--- src/sbmc_params.svh ---
`ifndef SBMC_PARAMS_SVH
`define SBMC_PARAMS_SVH

// ****************************************
// Register addresses
// ****************************************
`define SBMC_ADDR_TX       8'h9A
`define SBMC_ADDR_RX       8'h9B
`define SBMC_ADDR_PORT     8'hE8
`define SBMC_ADDR_MODE     8'hE9

// ****************************************
// Field positions and resets
// ****************************************
`define SBMC_PORT_CONT     7
`define SBMC_PORT_EN       6
`define SBMC_PORT_MASTER   4
`define SBMC_MODE_IRQSRC   5
`define SBMC_MODE_AUTOSS   4
`define SBMC_MODE_SSEN     3
`define SBMC_MODE_OVWR     2
`define SBMC_MODE_RATE_HI  1
`define SBMC_PORT_RESET    8'h10
`define SBMC_MODE_RESET    8'h10
`define SBMC_MODE_MASK     8'h3F
`define SBMC_FIFO_DEPTH    2
`endif

--- src/sbmc_pkg.sv ---
package sbmc_pkg;
   typedef enum logic [2:0] {
      SBMC_IDLE  = 3'b001,
      SBMC_SHIFT = 3'b010,
      SBMC_GAP   = 3'b100
   } sbmc_state_t;

   typedef struct packed {
      logic sclk;
      logic mosi;
      logic miso;
      logic ss;
   } sbmc_pins_t;
endpackage

--- src/sbmc_core.sv ---
`include "sbmc_params.svh"
module sbmc_core
   import sbmc_pkg::*;
(
   // Clock and reset
   input  wire logic       CLK_SYS,
   input  wire logic       RST_N,
   // Special function register access
   input  wire logic [7:0] SFR_ADDR,
   input  wire logic       SFR_WR,
   input  wire logic       SFR_RD,
   input  wire logic [7:0] SFR_WDATA,
   output logic      [7:0] SFR_RDATA,
   // Serial pins
   input  wire sbmc_pins_t PIN_I,
   output sbmc_pins_t      PIN_O,
   output sbmc_pins_t      PIN_OE,
   // Interrupt level
   output logic            SPI_IRQ
);
   localparam int DEPTH = `SBMC_FIFO_DEPTH;

   logic [7:0]  port_r, mode_r, rdata_r, rx_buf_r, sh_r;
   logic [7:0]  tx_mem [DEPTH];
   logic [7:0]  rx_mem [DEPTH];
   logic        tx_wp_r, tx_rp_r, rx_wp_r, rx_rp_r;
   logic [1:0]  tx_cnt_r, rx_cnt_r;
   sbmc_pins_t  s1_r, s2_r;
   logic        sclk_d_r, sclk_r;
   logic [3:0]  ph_r, bit_r;
   logic [4:0]  div_r;
   sbmc_state_t st_r;

   logic enabled, master, tx_empty, tx_full, rx_empty, rx_full;
   logic tx_push, tx_pop, rx_push, rx_pop;
   logic [7:0] rx_byte;
   logic tick, selected, s_rise, s_fall;
   logic [5:0] half_cnt;
   logic       m_bit_r;

   assign enabled  = port_r[`SBMC_PORT_EN];
   assign master   = port_r[`SBMC_PORT_MASTER];
   assign tx_empty = (tx_cnt_r == 2'h0);
   assign tx_full  = (tx_cnt_r == 2'(DEPTH));
   assign rx_empty = (rx_cnt_r == 2'h0);
   assign rx_full  = (rx_cnt_r == 2'(DEPTH));
   assign tx_push  = SFR_WR && (SFR_ADDR == `SBMC_ADDR_TX) && !tx_full;
   assign rx_pop   = SFR_RD && (SFR_ADDR == `SBMC_ADDR_RX) && !rx_empty;

   // ****************************************
   // Configuration registers
   // ****************************************
   always_ff @(posedge CLK_SYS or negedge RST_N)
   begin
      if (!RST_N)
      begin
         port_r <= `SBMC_PORT_RESET;
         mode_r <= `SBMC_MODE_RESET;
      end
      else if (SFR_WR && SFR_ADDR == `SBMC_ADDR_PORT)
         port_r <= SFR_WDATA;
      else if (SFR_WR && SFR_ADDR == `SBMC_ADDR_MODE)
         mode_r <= SFR_WDATA & `SBMC_MODE_MASK;
   end

   // ****************************************
   // Read path
   // ****************************************
   always_ff @(posedge CLK_SYS or negedge RST_N)
   begin
      if (!RST_N)
      begin
         rdata_r  <= 8'h00;
         rx_buf_r <= 8'h00;
      end
      else if (SFR_RD)
      begin
         case (SFR_ADDR)
            `SBMC_ADDR_RX:
            begin
               // Empty FIFO re-reads the last byte instead of stale memory
               if (rx_pop)
               begin
                  rx_buf_r <= rx_mem[rx_rp_r];
                  rdata_r  <= rx_mem[rx_rp_r];
               end
               else
                  rdata_r <= rx_buf_r;
            end
            `SBMC_ADDR_PORT: rdata_r <= port_r;
            `SBMC_ADDR_MODE: rdata_r <= mode_r;
            default:         rdata_r <= 8'h00;
         endcase
      end
   end
   assign SFR_RDATA = rdata_r;

   // ****************************************
   // Transmit FIFO
   // ****************************************
   always_ff @(posedge CLK_SYS or negedge RST_N)
   begin
      if (!RST_N)
      begin
         tx_wp_r  <= 1'b0;
         tx_rp_r  <= 1'b0;
         tx_cnt_r <= 2'h0;
      end
      else
      begin
         if (tx_push)
            tx_wp_r <= ~tx_wp_r;
         if (tx_pop)
            tx_rp_r <= ~tx_rp_r;
         tx_cnt_r <= tx_cnt_r + 2'(tx_push) - 2'(tx_pop);
      end
   end

   always_ff @(posedge CLK_SYS)
   begin
      if (tx_push)
         tx_mem[tx_wp_r] <= SFR_WDATA;
   end

   // ****************************************
   // Receive FIFO
   // ****************************************
   logic rx_take, rx_over;
   assign rx_take = rx_push && (!rx_full || rx_pop);
   assign rx_over = rx_push && rx_full && !rx_pop && mode_r[`SBMC_MODE_OVWR];

   always_ff @(posedge CLK_SYS or negedge RST_N)
   begin
      if (!RST_N)
      begin
         rx_wp_r  <= 1'b0;
         rx_rp_r  <= 1'b0;
         rx_cnt_r <= 2'h0;
      end
      else
      begin
         if (rx_take)
            rx_wp_r <= ~rx_wp_r;
         if (rx_pop)
            rx_rp_r <= ~rx_rp_r;
         rx_cnt_r <= rx_cnt_r + 2'(rx_take) - 2'(rx_pop);
      end
   end

   always_ff @(posedge CLK_SYS)
   begin
      if (rx_take)
         rx_mem[rx_wp_r] <= rx_byte;
      else if (rx_over)
         rx_mem[~rx_wp_r] <= rx_byte;
   end

   // ****************************************
   // Pin synchronisers
   // ****************************************
   always_ff @(posedge CLK_SYS or negedge RST_N)
   begin
      if (!RST_N)
      begin
         s1_r     <= '{default: 1'b1};
         s2_r     <= '{default: 1'b1};
         // Matches the reset level of the second stage, so no false edge
         sclk_d_r <= 1'b1;
      end
      else
      begin
         s1_r     <= PIN_I;
         s2_r     <= s1_r;
         sclk_d_r <= s2_r.sclk;
      end
   end

   assign s_rise   = s2_r.sclk && !sclk_d_r;
   assign s_fall   = !s2_r.sclk && sclk_d_r;
   assign selected = !mode_r[`SBMC_MODE_SSEN] || !s2_r.ss;

   // ****************************************
   // Master clock divider
   // ****************************************
   // Six bits so that the /64 half period of 32 does not wrap
   assign half_cnt = 6'h04 << mode_r[`SBMC_MODE_RATE_HI:0];
   assign tick     = ({1'b0, div_r} == half_cnt - 6'h01);

   always_ff @(posedge CLK_SYS or negedge RST_N)
   begin
      if (!RST_N)
         div_r <= 5'h00;
      else if (st_r == SBMC_IDLE || tick)
         div_r <= 5'h00;
      else
         div_r <= div_r + 5'h01;
   end

   // ****************************************
   // Shift engine, master and slave
   // ****************************************
   logic m_start, m_done, s_done;
   assign m_start = enabled && master && st_r == SBMC_IDLE && !tx_empty;
   assign m_done  = st_r == SBMC_SHIFT && tick && ph_r == 4'hF;
   assign s_done  = enabled && !master && selected && s_rise && bit_r == 4'h7;
   assign tx_pop  = m_start
                  || (m_done && port_r[`SBMC_PORT_CONT] && !tx_empty)
                  || (enabled && !master && selected && s_rise && bit_r == 4'h0 && !tx_empty);
   assign rx_push = m_done || s_done;
   assign rx_byte = m_done ? {sh_r[6:0], m_bit_r} : {sh_r[6:0], s2_r.mosi};

   always_ff @(posedge CLK_SYS or negedge RST_N)
   begin
      if (!RST_N)
      begin
         st_r    <= SBMC_IDLE;
         sh_r    <= 8'h00;
         ph_r    <= 4'h0;
         bit_r   <= 4'h0;
         sclk_r  <= 1'b0;
         m_bit_r <= 1'b0;
      end
      else if (!enabled)
      begin
         st_r   <= SBMC_IDLE;
         ph_r   <= 4'h0;
         bit_r  <= 4'h0;
         sclk_r <= 1'b0;
      end
      else if (master)
      begin
         bit_r <= 4'h0;
         case (st_r)
            SBMC_IDLE:
            begin
               if (m_start)
               begin
                  sh_r <= tx_mem[tx_rp_r];
                  ph_r <= 4'h0;
                  st_r <= SBMC_SHIFT;
               end
            end
            SBMC_SHIFT:
            begin
               if (tick)
               begin
                  sclk_r <= ~sclk_r;
                  ph_r   <= ph_r + 4'h1;
                  // Sample on the rising edge, move MOSI on the falling edge
                  if (!sclk_r)
                     m_bit_r <= s2_r.miso;
                  else
                     sh_r <= {sh_r[6:0], m_bit_r};
                  if (m_done)
                  begin
                     // Back-to-back bytes keep select low when continuous
                     if (port_r[`SBMC_PORT_CONT] && !tx_empty)
                        sh_r <= tx_mem[tx_rp_r];
                     else
                        st_r <= SBMC_GAP;
                  end
               end
            end
            SBMC_GAP:
            begin
               if (tick)
                  st_r <= SBMC_IDLE;
            end
            default: st_r <= SBMC_IDLE;
         endcase
      end
      else
      begin
         st_r   <= SBMC_IDLE;
         sclk_r <= 1'b0;
         if (!selected)
            bit_r <= 4'h0;
         else if (s_rise)
         begin
            sh_r  <= (bit_r == 4'h0) ? {(tx_empty ? 7'h00 : tx_mem[tx_rp_r][6:0]), s2_r.mosi}
                                     : {sh_r[6:0], s2_r.mosi};
            bit_r <= (bit_r == 4'h7) ? 4'h0 : bit_r + 4'h1;
         end
         else if (bit_r == 4'h0)
            sh_r <= tx_empty ? 8'h00 : tx_mem[tx_rp_r];
      end
   end

   // ****************************************
   // Pin drive and interrupt
   // ****************************************
   logic ss_out;
   assign ss_out = mode_r[`SBMC_MODE_AUTOSS] ? (st_r != SBMC_SHIFT) : 1'b0;

   assign PIN_O.sclk  = sclk_r;
   assign PIN_O.mosi  = sh_r[7];
   assign PIN_O.miso  = sh_r[7];
   assign PIN_O.ss    = ss_out;
   assign PIN_OE.sclk = enabled && master;
   assign PIN_OE.mosi = enabled && master;
   assign PIN_OE.miso = enabled && !master && selected;
   assign PIN_OE.ss   = enabled && master;
   assign SPI_IRQ     = mode_r[`SBMC_MODE_IRQSRC] ? tx_empty : !rx_empty;

   // ****************************************
   // Checks
   // ****************************************
   tx_push_a: assert property (@(posedge CLK_SYS) disable iff (!RST_N)
      tx_push && !tx_pop |=> tx_cnt_r == $past(tx_cnt_r) + 2'h1)
      else $error("transmit write not queued");
   start_pop_a: assert property (@(posedge CLK_SYS) disable iff (!RST_N)
      m_start |=> st_r == SBMC_SHIFT
                  && tx_cnt_r == $past(tx_cnt_r) + 2'($past(tx_push)) - 2'h1)
      else $error("transfer did not take FIFO head");
   rx_pop_a: assert property (@(posedge CLK_SYS) disable iff (!RST_N)
      rx_pop |=> SFR_RDATA == $past(rx_mem[rx_rp_r]))
      else $error("receive read did not present popped byte");
   rx_push_a: assert property (@(posedge CLK_SYS) disable iff (!RST_N)
      rx_push && !rx_full && !rx_pop |=> rx_cnt_r == $past(rx_cnt_r) + 2'h1)
      else $error("received byte not stored");
   irq_src_a: assert property (@(posedge CLK_SYS) disable iff (!RST_N)
      !mode_r[`SBMC_MODE_IRQSRC] && !rx_empty |-> SPI_IRQ)
      else $error("receive interrupt missing");
   irq_tx_a: assert property (@(posedge CLK_SYS) disable iff (!RST_N)
      mode_r[`SBMC_MODE_IRQSRC] |-> SPI_IRQ == tx_empty)
      else $error("transmit interrupt wrong");
   manual_ss_a: assert property (@(posedge CLK_SYS) disable iff (!RST_N)
      enabled && master && !mode_r[`SBMC_MODE_AUTOSS] |-> PIN_OE.ss && !PIN_O.ss)
      else $error("manual select not low");
   auto_ss_a: assert property (@(posedge CLK_SYS) disable iff (!RST_N)
      m_done && !port_r[`SBMC_PORT_CONT] && mode_r[`SBMC_MODE_AUTOSS] |=> PIN_O.ss)
      else $error("select not released after byte");
   cont_ss_a: assert property (@(posedge CLK_SYS) disable iff (!RST_N)
      m_done && port_r[`SBMC_PORT_CONT] && !tx_empty && mode_r[`SBMC_MODE_AUTOSS]
      |=> !PIN_O.ss)
      else $error("select released inside continuous transfer");
   discard_a: assert property (@(posedge CLK_SYS) disable iff (!RST_N)
      rx_push && rx_full && !rx_pop |=> rx_cnt_r == 2'(DEPTH) && $stable(rx_rp_r))
      else $error("overflow changed FIFO level");
   reserved_a: assert property (@(posedge CLK_SYS) disable iff (!RST_N)
      mode_r[7:6] == 2'h0)
      else $error("reserved bits set");
   disable_a: assert property (@(posedge CLK_SYS) disable iff (!RST_N)
      !enabled |-> !PIN_OE.sclk && !PIN_OE.miso ##1 st_r == SBMC_IDLE)
      else $error("disabled port still active");
endmodule

--- config.mk ---
export PLATFORM = sky130hd
export DESIGN_NAME = sbmc_core
export DESIGN_NICKNAME = d
export VERILOG_FILES = /design/src/sbmc_pkg.sv /design/src/sbmc_core.sv
export VERILOG_INCLUDE_DIRS = /design/src
export SDC_FILE = /design/constraint.sdc
export NUM_CORES = 1
export LEC_CHECK = 0
export BUFFER_PORTS_ARGS = -buffer_cell sky130_fd_sc_hd__buf_4
export CAP_MARGIN = 20
export CORE_MARGIN = 2
export CORE_UTILIZATION = 30
export CTS_CLUSTER_SIZE = 20
export DETAILED_ROUTE_END_ITERATION = 8
export PLACE_DENSITY_LB_ADDON = 0.12
export REMOVE_ABC_BUFFERS = 1
export SLEW_MARGIN = 20
export SYNTH_ARGS = -nofsm -noshare
export SYNTH_HDL_FRONTEND = slang
export SYNTH_SLANG_ARGS = --single-unit
--- constraint.sdc ---
create_clock -name CLK_SYS -period 4.91 [get_ports CLK_SYS]
set_input_delay 0.982 -clock CLK_SYS [delete_from_list [all_inputs] [get_ports CLK_SYS]]
set_output_delay 0.982 -clock CLK_SYS [all_outputs]
set_load 0.005 [all_outputs]
==> flow_summary.json <==
{
  "synth_compound_area_share_pct": 12.9,
  "synth-xor-area-share_pct": 2.30,
  "maxSlewViolCount": 0,
  "synthFlopType": "dfrtp_1",
  "grt_use_total_pct": 15.2,
  "grt_pass1_wl_um": 21400,
  "setup_viol": 0,
  "crit_type": "flip-flop to output pin",
  "num_vias": 3732,
  "slowest_stage": "dfstp_2",
  "max_freq_mhz": 311,
  "cts_hold_buf": 0,
  "vias_per_cell": 5.10,
  "hpwl_um": 9420,
  "critPathBufInv": 3,
  "drt_iter0_drc": 256,
  "cts_resized": 0,
  "htreeDepth": 3,
  "r2r-end": "sh_r[0]$_DFFE_PN0P_",
  "io_pins": 41,
  "leakage_nw": 2.46,
  "finClkSkew_ps": 10.3,
  "dp_cells": 716,
  "power_density_mw_per_mm2": 324,
  "area_delta_synth_final_pct": 13.8,
  "place_ws_ps": 1580,
  "die_h_um": 137,
  "path_depth": 4,
  "syn_area_mm2": 0.00534,
  "core_mm2": 0.0174,
  "synthMuxAreaShare_pct": 10.8,
  "status": "complete, no violations",
  "synthSimpleGateAreaFrac_pct": 15.0,
  "fin_cells": 732,
  "worstPathMaxFanout": 17,
  "numCtsBuffers": 9,
  "fp.dieArea_mm2": 0.0189,
  "rsz0062_at_grt": "no",
  "start_util_pct": 30.8,
  "rows": 48,
  "startpoint_type": "flip-flop",
  "synth.avg_cell_area_um2": 11.2,
  "setup_ws_ps": 1690,
  "final_layout_size_suffix_gt1_share_pct": 25.4,
  "utilization_pct": 35.0,
  "multi_input_area_mm2": 0.00229,
  "yosys_warnings": 0,
  "grt_pass1_vias": 3720,
  "post-cts-setup-buffers": 0,
  "r2r_start": "port_r[4]$_DFFE_PN1P_",
  "cp_top_family": "flip-flops",
  "ir_worst_vdd_mv": 0.160,
  "synthAdderAreaFrac_pct": 1.87,
  "hold_viol": 0,
  "r2r_slack_ps": 1880,
  "synth_edf_count": 32,
  "nets": 534,
  "cts_tree": "done",
  "r2r_cells": 6,
  "maxCapViolCount": 0,
  "syn-instance-count": 475,
  "power_mw": 1.97,
  "drc_errors": 0,
  "gp_congestion": 0.797,
  "clock_sinks": 105,
  "ys_seq_area_share_pct": 52.5,
  "path_cells": "inv_2, nand3_1, inv_1, buf_4",
  "synthArstFlopShare_pct": 69.5,
  "holdWs_ps": 358,
  "portBuffers": 40,
  "n_fill_cell": 1747,
  "antenna_found_initial": 0,
  "clk_pin_slew_ps": 70,
  "register_area_mm2": 0.00280,
  "cp-startpoint": "port_r[4]$_DFFE_PN1P_",
  "slowest_delay_ps": 760,
  "ys_ff_latch": 105,
  "firstDrtPassIters": 5,
  "cts_buffer_depth": 2,
  "die_w_um": 137,
  "routedWlPerCell_um": 18.3,
  "crit_end": "PIN_OE[1]",
  "tns_ps": 0,
  "postPlaceCellArea_mm2": 0.00578,
  "antenna_left": 0,
  "period_minus_slack_ps": 3220,
  "cp.required_ps": 3930,
  "holdCritPathClass": "flip-flop to flip-flop",
  "gr-total-overflow": 0,
  "grt_max_degree": 74,
  "wirelength_um": 13400,
  "antenna_cells": 0,
  "final_cell_area_mm2": 0.00608,
  "fin_crit_sh_pct": 65.5,
  "synth_top_family_by_area": "simple AND/OR/NAND/NOR gates",
  "cp-end-kind": "output pin",
  "insertion_delay_ps": 350,
  "yosysUniqueCellTypes": 67,
  "slew-limit-headroom_pct": 32.3,
  "cts.root.buffer_cell": "clkbuf_16",
  "worstPathArrival_ps": 2230,
  "tightest_slew_ps": 1020
}
==> cell usage in the layout, fill, tap and decap left out, types with 5 or more instances in the layout <==
cell       Yosys  layout
dfrtp_1       61      61
buf_4          6      45
nand2_1       43      43
nor2_1        39      39
edfxtp_1      32      32
mux2i_1       29      29
a21oi_1       25      25
mux2_2        24      24
inv_1         19      19
nand3_1       12      12
dfstp_2       12      12
o21ai_0       11      11
clkbuf_16      0       9
xor2_1         8       8
nor4_1         8       8
o22ai_1        8       8
ha_1           8       8
a32oi_1        7       7
a221o_1        7       7
xnor2_1        6       6
or2_2          6       6
a21oi_2        6       6
a311oi_1       6       6
and3_1         5       5
nor3_1         5       5
==> sequential cells by signal, indices dropped and copies added (netlist names), 4 cells and up <==
| name | count |
|---|---|
| port_r | 8 |
| bit_r | 4 |
| s2_r | 4 |
| SFR_RDATA | 8 |
| mode_r | 6 |
| rx_mem | 16 |
| rx_buf_r | 8 |
| ph_r | 4 |
| s1_r | 4 |
| div_r | 5 |
| sh_r | 8 |
| tx_mem | 16 |
==> worst register-to-register path: stages, from the launching register on <==
cell and delay, ps:
dfstp_2 760, inv_2 220, nand3_1 500, inv_1 210, a32oi_1 720, a31oi_1 180, mux2_2 320
==> area by class of cell <==
| type | count | area share, % |
|---|---|---|
| clock inverters | 7 | 1.15 |
| clock buffers | 9 | 3.70 |
| well taps | 225 | 4.63 |
| multi-input cells | 321 | 37.6 |
| repair buffers | 45 | 5.56 |
| flip-flops and latches | 105 | 46.1 |
| inverters | 20 | 1.23 |
==> report_power, final <==
part	total [mW]	switching [mW]	leakage [nW]	internal, mW
clock network	0.709	0.349	0.147	0.359
registers	1.05	0.0780	1.23	0.971
logic	0.211	0.108	1.08	0.103
==> cell usage after synthesis, types with 11 or more instances <==
master / n / area, um^2
dfrtp_1: 61 / 1530
nand2_1: 43 / 161
nor2_1: 39 / 146
edfxtp_1: 32 / 961
mux2i_1: 29 / 290
a21oi_1: 25 / 125
mux2_2: 24 / 270
inv_1: 19 / 71.3
dfstp_2: 12 / 315
nand3_1: 12 / 60.1
clkbuf_1: 11 / 41.3
o21ai_0: 11 / 55.1
==> how the worst min path moves through the flow <==
stage,slack (ps),endpoint,cells past startpoint,startpoint
global placement,350,s2_r[0]$_DFF_PN1_,0,s1_r[0]$_DFF_PN1_
detailed placement,350,s2_r[0]$_DFF_PN1_,0,s1_r[0]$_DFF_PN1_
global route,370,s2_r[2]$_DFF_PN1_,0,s1_r[2]$_DFF_PN1_
finish,360,s2_r[0]$_DFF_PN1_,0,s1_r[0]$_DFF_PN1_
floorplan,350,s2_r[0]$_DFF_PN1_,0,s1_r[0]$_DFF_PN1_
CTS,360,s2_r[0]$_DFF_PN1_,0,s1_r[0]$_DFF_PN1_
==> cell families after synthesis <==
group	Yosys count
compound gates	94
xor+xnor	14
fa+ha+maj	8
buf+inv	49
flops	105
mux	54
simple gates	151
==> per-layer routing <==
metal,vias to the layer above,wire [um],part of all wire (%),GRT usage [%]
li1,1778,-,-,-
met1,1858,6120,46,21.1
met2,84,6550,49,24.0
met3,12,522,3.9,2.32
met4,0,213,1.6,5.73
met5,-,0,0,0
No activity file was read; power rests on OpenSTA's default activity.
